File: config.mk
export PLATFORM = sky130hd
export DESIGN_NAME = six_channel_switch_spi_slave
export DESIGN_NICKNAME = d
export VERILOG_FILES = /design/src/hdl/pin_sync.v /design/src/hdl/six_channel_switch_spi_slave.v
export VERILOG_INCLUDE_DIRS = /design/src /design/src/hdl
export SDC_FILE = /design/constraint.sdc
export NUM_CORES = 1
export LEC_CHECK = 0
export BUFFER_PORTS_ARGS = -buffer_cell sky130_fd_sc_hd__buf_2
export CORE_AREA = 10 10 127 129
export DETAILED_ROUTE_END_ITERATION = 7
export DIE_AREA = 0 0 137 139
export PLACE_DENSITY = 0.53
export SYNTH_ARGS = -nofsm -noshare
export SYNTH_HDL_FRONTEND = slang
export SYNTH_SLANG_ARGS = --single-unit
File: constraint.sdc
create_clock -name clk -period 4.9 [get_ports clk]
set_input_delay 0 -clock clk [delete_from_list [all_inputs] [get_ports clk]]
set_output_delay 0 -clock clk [all_outputs]
set_load 0.05 [all_outputs]
File: src/hdl/switch_spi_defs.vh
// Constants shared by the six-channel switch serial interface
`ifndef SWITCH_SPI_DEFS_VH
`define SWITCH_SPI_DEFS_VH

// Frame geometry, counted in falling serial-clock edges
`define FRAME_EDGES 5'd16
`define ADDR_LAST_EDGE 5'd1
`define INSTR_LAST_EDGE 5'd7
`define EDGE_CNT_MAX 5'd31
`define EDGE_CNT_ONE 5'd1

// Address pattern in instruction bits 7 and 6
`define ADDR_MATCH 2'b10

// Instruction codes, upper six bits of the instruction byte
`define OP_WRITE_SWITCH 6'h26
`define OP_READ_SWITCH 6'h25
`define OP_WRITE_SOURCE 6'h2a
`define OP_READ_SOURCE 6'h29
`define OP_READ_FAULT 6'h20

// Register reset values and filler bits
`define REG_RESET 8'hff
`define FILL_BITS 2'b11
`define Z_FILL 2'b11
`define CODE_OK 2'b11
`define FAULT_RESET 12'hfff
`define OT_NONE 1'b1
`define OT_SEEN 1'b0

// Synchroniser lane map and reset image
`define SYNC_W 30
`define SY_CS 0
`define SY_SCLK 1
`define SY_SI 2
`define SY_RESET_N 3
`define SY_UV 4
`define SY_POL 5
`define SY_PAR_LO 6
`define SY_PAR_HI 11
`define SY_CODE_LO 12
`define SY_CODE_HI 23
`define SY_HOT_LO 24
`define SY_HOT_HI 29
`define SYNC_INIT 30'h0fff009

`endif

File: src/hdl/pin_sync.v
// Two-stage synchroniser for a bundle of asynchronous pins
`timescale 1ns/1ps
module pin_sync #(
  parameter WIDTH = 1,
  parameter [WIDTH-1:0] INIT = {WIDTH{1'b0}}
) (
  input wire clk, // System clock
  input wire rst, // Synchronous reset, active high
  input wire [WIDTH-1:0] d, // Raw asynchronous inputs
  output wire [WIDTH-1:0] q // Synchronised inputs
);
  reg [WIDTH-1:0] meta_reg; // First stage, read only by second stage
  reg [WIDTH-1:0] sync_reg; // Second stage

  // Both stages reset to the idle image of the pins
  always @(posedge clk) begin
    if (rst) begin
      meta_reg <= INIT;
      sync_reg <= INIT;
    end else begin
      meta_reg <= d;
      sync_reg <= meta_reg;
    end
  end

  assign q = sync_reg;
endmodule // pin_sync

File: src/hdl/six_channel_switch_spi_slave.v
// Serial command slave and output control of a six-channel low-side switch
`timescale 1ns/1ps
`include "switch_spi_defs.vh"
module six_channel_switch_spi_slave (
  input wire clk, // System clock, 125 MHz
  input wire rst, // Synchronous reset, active high
  input wire cs_n, // Chip select pin, active low
  input wire sclk, // Serial clock pin from the master
  input wire si, // Serial data in
  output wire so_out, // Serial data out level
  output wire so_oe_n, // Serial out enable, low while driving
  input wire reset_n, // External reset pin, active low
  input wire undervoltage, // Supply under-voltage detector, active high
  input wire input_polarity_pin, // High: parallel inputs high active
  input wire [5:0] parallel_control_input, // Parallel inputs, channel 6..1
  input wire [11:0] stage_code_in, // Live 2-bit codes, channel 6..1, 11 = ok
  input wire [5:0] stage_overheat_in, // Live over-temperature, high = hot
  output wire [5:0] switch_on, // Power stage on, channel 6..1
  output wire fault_flag_n // General fault flag, low on any stored channel fault code
);
  // Frame states
  localparam [1:0] ST_WAIT = 2'd0; // Waiting for an instruction
  localparam [1:0] ST_INSTR = 2'd1; // Addressed, rest of instruction
  localparam [1:0] ST_DATA = 2'd2; // Data byte phase

  wire [`SYNC_W-1:0] raw; // Pin bundle before synchronising
  wire [`SYNC_W-1:0] sy; // Pin bundle after synchronising

  reg cs_prev_reg; // Select level one cycle ago
  reg sclk_prev_reg; // Serial clock level one cycle ago
  reg [1:0] state_reg; // Frame state
  reg [4:0] edge_cnt_reg; // Falling edges this frame, saturating
  reg [15:0] rx_reg; // Receive shift register
  reg [15:0] tx_reg; // Transmit shift register
  reg [7:0] instr_reg; // Latched instruction byte
  reg so_reg; // Serial out level
  reg so_oe_n_reg; // Serial out enable, low drives
  reg [7:0] source_reg; // control_source_select
  reg [7:0] switch_reg; // serial_switch_state
  reg [11:0] code_reg; // Stored channel_error_code, channel 6..1
  reg ot_reg; // common_overheat_bit, low after heat seen
  reg [5:0] switch_on_reg; // Power stage drive
  reg fault_flag_n_reg; // General fault flag

  wire cs_s; // Synchronised select
  wire sclk_s; // Synchronised serial clock
  wire si_s; // Synchronised serial input
  wire hold_clear; // Reset pin or under-voltage active
  wire cs_fall; // Select just went low
  wire cs_rise; // Select just went high
  wire sclk_fall; // Falling serial clock edge while selected
  wire sclk_rise; // Rising serial clock edge while selected
  wire [4:0] edge_cnt_inc; // Saturating next edge count
  wire [7:0] instr_now; // Instruction as of the eighth falling edge
  wire frame_ok; // Addressed frame with exactly 16 edges ends now
  wire [5:0] opcode; // Upper six bits of the latched instruction
  wire clear_faults; // Qualifying read-fault frame ends now
  wire common_error; // High when no channel holds a fault
  wire any_hot; // Some stage reports over-temperature
  reg [7:0] second_byte; // Second output byte for the current instruction

  // All pins come from outside this clock domain
  assign raw = {stage_overheat_in, stage_code_in, parallel_control_input,
                input_polarity_pin, undervoltage, reset_n, si, sclk, cs_n};

  pin_sync #(
    .WIDTH(`SYNC_W),
    .INIT(`SYNC_INIT)
  ) u_pin_sync (
    .clk(clk),
    .rst(rst),
    .d(raw),
    .q(sy)
  );

  assign cs_s = sy[`SY_CS];
  assign sclk_s = sy[`SY_SCLK];
  assign si_s = sy[`SY_SI];
  assign hold_clear = ~sy[`SY_RESET_N] | sy[`SY_UV];

  // edges found by oversampling
  // Serial clock is sampled, never used as a clock, so 5 MBaud needs
  // the high and low times to span at least two system clocks.
  assign cs_fall = cs_prev_reg & ~cs_s;
  assign cs_rise = ~cs_prev_reg & cs_s;
  assign sclk_fall = ~cs_s & sclk_prev_reg & ~sclk_s;
  assign sclk_rise = ~cs_s & ~sclk_prev_reg & sclk_s;

  assign edge_cnt_inc = (edge_cnt_reg == `EDGE_CNT_MAX) ? edge_cnt_reg
                        : edge_cnt_reg + `EDGE_CNT_ONE;
  // first received bit ends up highest
  assign instr_now = {rx_reg[6:0], si_s};

  assign frame_ok = cs_rise & (state_reg == ST_DATA) &
                    (edge_cnt_reg == `FRAME_EDGES);
  assign opcode = instr_reg[7:2];
  assign clear_faults = frame_ok & (opcode == `OP_READ_FAULT);

  assign common_error = &code_reg;
  assign any_hot = |sy[`SY_HOT_HI:`SY_HOT_LO];

  // Second output byte, chosen once the instruction is complete
  always @* begin
    case (instr_now[7:2])
      `OP_READ_SWITCH: begin
        second_byte = switch_reg;
      end
      `OP_READ_SOURCE: begin
        second_byte = source_reg;
      end
      // channel 4..1 codes kept from the snapshot
      default: begin
        second_byte = tx_reg[15:8];
      end
    endcase
  end

  // Edge history for select and serial clock
  always @(posedge clk) begin
    if (rst) begin
      cs_prev_reg <= 1'b1;
      sclk_prev_reg <= 1'b0;
    end else begin
      cs_prev_reg <= cs_s;
      sclk_prev_reg <= sclk_s;
    end
  end

  // Frame engine: state, edge count, shifters, serial output
  always @(posedge clk) begin
    if (rst || hold_clear) begin
      state_reg <= ST_WAIT;
      edge_cnt_reg <= 5'd0;
      rx_reg <= 16'h0000;
      tx_reg <= 16'h0000;
      instr_reg <= 8'h00;
      so_reg <= 1'b0;
      so_oe_n_reg <= 1'b1;
    end else if (cs_s) begin
      state_reg <= ST_WAIT;
      edge_cnt_reg <= 5'd0;
      so_oe_n_reg <= 1'b1;
    end else if (cs_fall) begin
      tx_reg <= {`Z_FILL, common_error, ot_reg, code_reg};
      rx_reg <= 16'h0000;
      edge_cnt_reg <= 5'd0;
      state_reg <= ST_WAIT;
    end else begin
      if (sclk_fall) begin
        rx_reg <= {rx_reg[14:0], si_s};
        edge_cnt_reg <= edge_cnt_inc;
        case (state_reg)
          ST_WAIT: begin
            if (edge_cnt_reg == `ADDR_LAST_EDGE) begin
              if (instr_now[1:0] == `ADDR_MATCH) begin
                state_reg <= ST_INSTR;
              end else begin
                state_reg <= ST_WAIT;
              end
            end
          end
          ST_INSTR: begin
            if (edge_cnt_reg == `INSTR_LAST_EDGE) begin
              instr_reg <= instr_now;
              tx_reg[15:8] <= second_byte;
              state_reg <= ST_DATA;
            end
          end
          default: begin
            // Data byte: state holds; only the count and the receive shifter move on
            state_reg <= state_reg;
          end
        endcase
      end
      if (sclk_rise) begin
        // shift out on rising edge, MSB first
        so_reg <= tx_reg[15];
        tx_reg <= {tx_reg[14:0], 1'b0};
        so_oe_n_reg <= (state_reg == ST_WAIT);
      end
    end
  end

  // Control registers, written only at the end of a valid frame
  always @(posedge clk) begin
    if (rst || hold_clear) begin
      source_reg <= `REG_RESET;
      switch_reg <= `REG_RESET;
    end else if (frame_ok) begin
      // reads and unused codes write nothing
      if (opcode == `OP_WRITE_SWITCH) begin
        switch_reg <= {rx_reg[7:2], `FILL_BITS};
      end else if (opcode == `OP_WRITE_SOURCE) begin
        source_reg <= {rx_reg[7:2], `FILL_BITS};
      end
    end
  end

  // Common over-temperature bit; a new event beats a clear
  always @(posedge clk) begin
    if (rst || hold_clear) begin
      ot_reg <= `OT_NONE;
    end else if (any_hot) begin
      ot_reg <= `OT_SEEN;
    end else if (clear_faults) begin
      ot_reg <= `OT_NONE;
    end
  end

  // Per-channel fault storage and output drive
  genvar ch;
  generate
    for (ch = 0; ch < 6; ch = ch + 1) begin : g_chan
      wire [1:0] live_code; // Live code of this stage
      wire src_parallel; // Source bit of this channel
      wire par_level; // Parallel input of this channel
      assign live_code = sy[`SY_CODE_LO + 2*ch + 1:`SY_CODE_LO + 2*ch];
      assign src_parallel = source_reg[ch + 2];
      assign par_level = sy[`SY_PAR_LO + ch];

      // Last detected fault is kept; a new fault beats a clear
      always @(posedge clk) begin
        if (rst || hold_clear) begin
          code_reg[2*ch + 1:2*ch] <= `CODE_OK;
        end else if (live_code != `CODE_OK) begin
          code_reg[2*ch + 1:2*ch] <= live_code;
        end else if (clear_faults) begin
          code_reg[2*ch + 1:2*ch] <= `CODE_OK;
        end
      end

      // Output stage drive
      always @(posedge clk) begin
        if (rst || hold_clear) begin
          switch_on_reg[ch] <= 1'b0;
        end else if (src_parallel) begin
          switch_on_reg[ch] <= (par_level == sy[`SY_POL]);
        end else begin
          switch_on_reg[ch] <= ~switch_reg[ch + 2];
        end
      end
    end
  endgenerate

  // General fault flag follows the stored codes
  always @(posedge clk) begin
    if (rst || hold_clear) begin
      fault_flag_n_reg <= 1'b1;
    end else begin
      fault_flag_n_reg <= common_error;
    end
  end

  assign so_out = so_reg;
  assign so_oe_n = so_oe_n_reg;
  assign switch_on = switch_on_reg;
  assign fault_flag_n = fault_flag_n_reg;
endmodule // six_channel_switch_spi_slave

After elaboration in Yosys (flattened, before gate mapping). Cells that the tools add are included.

Output and inout bits: 9. Register bits: 135.

Mux-type cells: 27. Add/subtract/negate cells: 1. Equality and inequality tests: 26. Reductions and logical operators: 30. Bitwise gates (word level): 24.

Operator list (count): 8-bit 2-to-1 mux (5); 16-bit 2-to-1 mux (2); 6-bit == test (second input constant) (5); 2-bit nonzero test (10); 2-bit 2-to-1 mux (9); 2-bit inequality test (second input constant) (8); 8-bit one-hot mux with 2 select lines (1); 1-bit inverter (14); 12-bit AND reduction (1); 5-bit == test (second input constant) (2); 2-bit AND reduction (5); 5-bit AND reduction (2); 1-bit bitwise AND (9); 1-bit 2-to-1 mux (9); 3-bit nonzero test (3); 1-bit == test (6); 3-bit AND reduction (2); 6-bit OR reduction (1); 5-bit by 1-bit adder with 5-bit output (second input constant) (1); 5-bit by 1-bit == test with 1-bit output (second input constant) (1); 5-bit by 3-bit == test with 1-bit output (second input constant) (1); 2-bit == test (second input constant) (2); 2-bit one-hot mux with 2 select lines (1); 4-bit AND reduction (1); other kinds (7) (7).

Logic depth before layout (Yosys ltp).
Word-level depth: 7. Mapped depth: 8. Depth with buffers taken out: 7.

Modules after synthesis. A second synthesis with hierarchy kept.

Cells, all modules: 452. Area, all modules: 4714.5 µm².

Modules (own cells, without submodules): six_channel_switch_spi_slave (cells an instance 326, area each 3108.0 µm², seq. area each 1461.4 µm², times used 1); pin_sync (cells an instance 126, area each 1606.5 µm², seq. area each 1201.2 µm², times used 1).

Worst setup path after synthesis. Ideal clock, no wire load.

Kind: register to register. Start point: register edge_cnt_reg[0]. End point: register edge_cnt_reg[3]. Arrival: 1.569 ns. Required time: 4.780 ns. Setup time: 0.120 ns. Cell stages (with the launch flop): 8. Path slack: 3.211 ns. Path through: dfxtp_1 ha_1 and3_1 ha_1 nor3_2 nand4_1 xor2_1 nor2_1.

Word-level cells in the longest chain between the ends: 3. Elaborated cells between the ends (all ways): 4. Classes of those cells: 1 x add/sub; 1 x eq/ne; 1 x bitwise; 1 x reduce/logical.

RTL lines: start: declaration (RTL line six_channel_switch_spi_slave.v:32) `reg [4:0] edge_cnt_reg;`; start signal: assignment (RTL line six_channel_switch_spi_slave.v:151) `edge_cnt_reg <= edge_cnt_inc;`; parallel branches: the longest is 3 deep, another holds 5-bit by 1-bit adder with 5-bit output.

Parallel ways; which one is timed is not known. A chain may end at the register's enable or synchronous reset.

Final worst setup path.
Start point: register u_pin_sync.sync_reg[1] (netlist: u_pin_sync.q[1]). End point: register tx_reg[10].

Word-level cells in the longest chain between the ends: 4. Elaborated cells between the ends (all ways): 10. Classes of those cells: 2 x mux; 3 x bitwise; 5 x reduce/logical.

RTL lines: start: declaration (RTL line pin_sync.v:13) `reg [WIDTH-1:0] sync_reg;`; start signal: assignment (RTL line pin_sync.v:22) `sync_reg <= meta_reg;`; 1-bit inverter (RTL line six_channel_switch_spi_slave.v:86) `assign sclk_fall = ~cs_s & sclk_prev_reg & ~sclk_s;`; 1-bit bitwise AND (RTL line six_channel_switch_spi_slave.v:86); 3-bit nonzero test (no source line); 5-bit AND reduction (no source line); end signal: assignment (RTL line six_channel_switch_spi_slave.v:144) `` tx_reg <= {`Z_FILL, common_error, ot_reg, code_reg}; ``; end signal: assignment (RTL line six_channel_switch_spi_slave.v:165) `tx_reg[15:8] <= second_byte;`; end signal: assignment (RTL line six_channel_switch_spi_slave.v:178) `tx_reg <= {tx_reg[14:0], 1'b0};`; end: declaration (RTL line six_channel_switch_spi_slave.v:34) `reg [15:0] tx_reg;`.

Several ways; a longest one is shown, not always the timed one. The select of a mux whose other input is x is not followed.

==> results.txt <==
HP Start: rst
Max VDD drop: 220.3 µV
CP max FO: 16
Hold Crit Class: input pin to flip-flop
endpoints failing hold: 0
Setup Buffers After CTS: 0
WL final: 9283 µm
Pre-Repair DR Iteration Count: 6
fin crit share: 0.4743
clock buffer depth: 2
worst skew pair latency: 0.42 ns
wire length of the first global-routing pass: 16030 µm
GRT overflow: 0
post-synthesis area per instance: 9.951 µm²
min Tclk post-route: 2.324 ns
clock buffers created by TritonCTS: 17
slowest cell delay on critical path: 0.86 ns
Sw Ratio: 0.2086
CTS clock-pin slew for the worst setup and hold paths: 0.05 ns
Reg2Reg Capture Point: tx_reg[10]$_SDFFE_PP0P_
Non-Filler Instances: 729
Hold WS: 0.2259 ns
Worst Max-Slew Pin Slew: 1.103 ns
PostCTS Resize Cnt: 0
P_int: 2.075 mW
Worst Reg-to-Reg Cells: 5
vias in the first global route: 3385
number of fill cells: 1326
Comb power frac: 0.052
switching pwr: 547.0 µW
DR iter-0 viols: 183
placed cell count: 667
Fin Setup TNS: 0 ns
Static Leak: 2.362 nW
register area share after synthesis: 0.5693
vias: 3353
Worst Hold End: u_pin_sync.meta_reg[4]$_SDFF_PP0_
DR WL/cell: 12.73 µm
dpl hpwl: 6125 µm
FP Rows: 43
initial antenna violation count: 0
CP Cell Sequence: nor2b_1, o21bai_1, o21ai_1, o21ai_0, a21oi_1
Reg-to-Reg Start: u_pin_sync.q[1]$_SDFF_PP0_
most frequent cells in the layout: 133 x dfxtp_1, 56 x nor2_1, 40 x buf_2, 35 x nor2b_1, 31 x a21oi_1
Setup WS pre-CTS: 2.569 ns
Slew Limit Fails: 0
final core occ: 0.4355
RD Place Congestion: 0.7957
port buffer count: 40
Post-Syn Nets: 506
Starting Density: 0.3422
layout cells sized above 1: 0.2131
Slowest-stage cell, CP: o21bai_1
Clk pwr share: 0.514
Post-Route Skew: 0.008989 ns
final setup violation count: 0
fin area: 5951 µm²
area delta synth->final: 27.23%
Clock Sinks: 133
worst setup margin: 2.576 ns
FMAX: 430.2 MHz
CP endpoint kind: flip-flop
Die W: 137 µm
pwr dens: 440.6 nW/µm²
Tot Pwr: 2.622 mW
# diodes: 0
root buffer cell: clkbuf_16
Rel. slew slack: 0.2630
yosys warns: 0
flop-to-flop setup slack: 2.58 ns
Distinct cells, synth: 48
remaining antenna violation count: 0
via-per-instance ratio: 4.599
num ports: 41
Area after DPL: 5007 µm²
Setup CP Type: flip-flop to flip-flop
RSZ-0062 raised after global routing: false
Gate Count Post-Synth: 470
Die H: 139 µm
sequential power share: 0.434
synthesized area: 4677 µm²
outcome: finished clean
CTS tree: built
largest net degree at the start of global routing: 65
Worst Hold Depth: 2
crit path launch type: flip-flop
Tot GR Track Use: 0.1048
nets: 572
H-tree level count: 4
core area: 13670 µm²
commonest non-fill, non-tap cell in the layout: dfxtp_1
CP required: 5.18 ns
Worst EP arrival: 2.60 ns
Residual DRC: 0
maxcap violations: 0
Seq cells post-synth: 133
DIE AREA: 19040 µm²
==> synthesized netlist by cell type, drive strengths merged <==
cell | instances | area (µm²)
clkbuf | 14 | 53.80
and3 | 2 | 12.51
xor2 | 3 | 26.28
nor3b | 6 | 55.05
inv | 3 | 11.26
a21o | 1 | 7.510
and4bb | 2 | 25.02
o21ai | 18 | 90.08
nand3 | 6 | 35.03
and3b | 1 | 8.760
a31oi | 1 | 6.260
o21bai | 1 | 7.510
nor3 | 17 | 95.09
a221oi | 1 | 8.760
a222oi | 7 | 70.07
o221ai | 2 | 17.52
nand4 | 6 | 37.54
a21oi | 31 | 155.2
nor4 | 1 | 12.51
nor4b | 1 | 15.01
nor2 | 56 | 210.2
a22oi | 9 | 67.56
or2 | 29 | 181.4
buf | 10 | 53.79
dfxtp | 133 | 2663
a2111o | 1 | 11.26
o41ai | 1 | 8.760
ha | 4 | 50.05
nor2b | 35 | 219.0
nand3b | 1 | 11.26
nand2 | 23 | 86.33
or3b | 1 | 8.760
or4 | 1 | 7.510
a211o | 2 | 17.52
and2 | 2 | 12.51
xnor2 | 7 | 61.31
mux2i | 11 | 110.1
mux2 | 4 | 45.04
nand2b | 15 | 93.84
o21a | 1 | 7.510
==> power by group through the flow <==
stage / Combinational, mW / Sequential [mW] / Clock [mW]
3_3_place_gp: 0.116 / 1.16 / 0
5_1_grt: 0.150 / 1.14 / 1.42
6_report: 0.135 / 1.14 / 1.35
2_1_floorplan: 0.0718 / 1.17 / 0
3_5_place_dp: 0.119 / 1.16 / 0
4_1_cts: 0.137 / 1.14 / 1.38
==> routing by layer <==
layer	vias to the layer above	wire (µm)	GRT usage	share of wire
met5	-	0	0	0
met2	69	4200	0.1561	0.45
met3	14	359	0.03696	0.039
met1	1539	4528	0.1292	0.49
met4	0	195	0.05494	0.021
li1	1731	-	-	-
==> cell type report <==
class | instances | area (µm²) | share of cell area
Sequential cell | 133 | 2663 | 0.4474
Multi-Input combinational cell | 310 | 1901 | 0.3194
Timing Repair Buffer | 71 | 508.0 | 0.08537
Clock buffer | 20 | 466.7 | 0.07843
Tap cell | 180 | 225.2 | 0.03785
Clock inverter | 12 | 176.4 | 0.02965
Inverter | 3 | 11.26 | 0.001892
==> worst max-delay path, delay by kind of cell, from the launching register on <==
| family | cells | cell delay [ns] |
|---|---|---|
| AOI/OAI and AO/OA | 4 | 1.67 |
| DFF | 1 | 0.32 |
| and+or+nand+nor | 1 | 0.18 |
==> kinds of logic after synthesis <==
| logic type | after synthesis | share of synthesized area |
|---|---|---|
| adders and majority gates | 4 | 0.01070 |
| buffers and inverters | 27 | 0.02541 |
| AOI/OAI and AO/OA | 76 | 0.1017 |
| DFF | 133 | 0.5693 |
| muxes | 15 | 0.03317 |
| xor gates and xnor gates | 10 | 0.01873 |
| and+or+nand+nor | 205 | 0.2410 |
==> what timing repair did <==
action,in CTS,in global routing
hold endpoints to repair,30,0
hold buffers,30,0
setup endpoints to repair,0,0
==> worst max path at each step <==
| stage | cells past startpoint | to | from | slack (ns) |
|---|---|---|---|---|
| after detailed placement | 5 | tx_reg[11]$_SDFFE_PP0P_ | u_pin_sync.q[1]$_SDFF_PP0_ | 2.57 |
| after floorplan | 7 | edge_cnt_reg[3]$_SDFFE_PP0P_ | edge_cnt_reg[0]$_SDFFE_PP0P_ | 3.21 |
| after CTS | 5 | tx_reg[10]$_SDFFE_PP0P_ | u_pin_sync.q[1]$_SDFF_PP0_ | 2.56 |
| after global routing | 5 | tx_reg[13]$_SDFFE_PP0P_ | u_pin_sync.q[1]$_SDFF_PP0_ | 2.39 |
| final | 5 | tx_reg[10]$_SDFFE_PP0P_ | u_pin_sync.q[1]$_SDFF_PP0_ | 2.58 |
| after global placement | 5 | tx_reg[10]$_SDFFE_PP0P_ | u_pin_sync.q[1]$_SDFF_PP0_ | 2.73 |
Power figures use the tool's default switching activity.
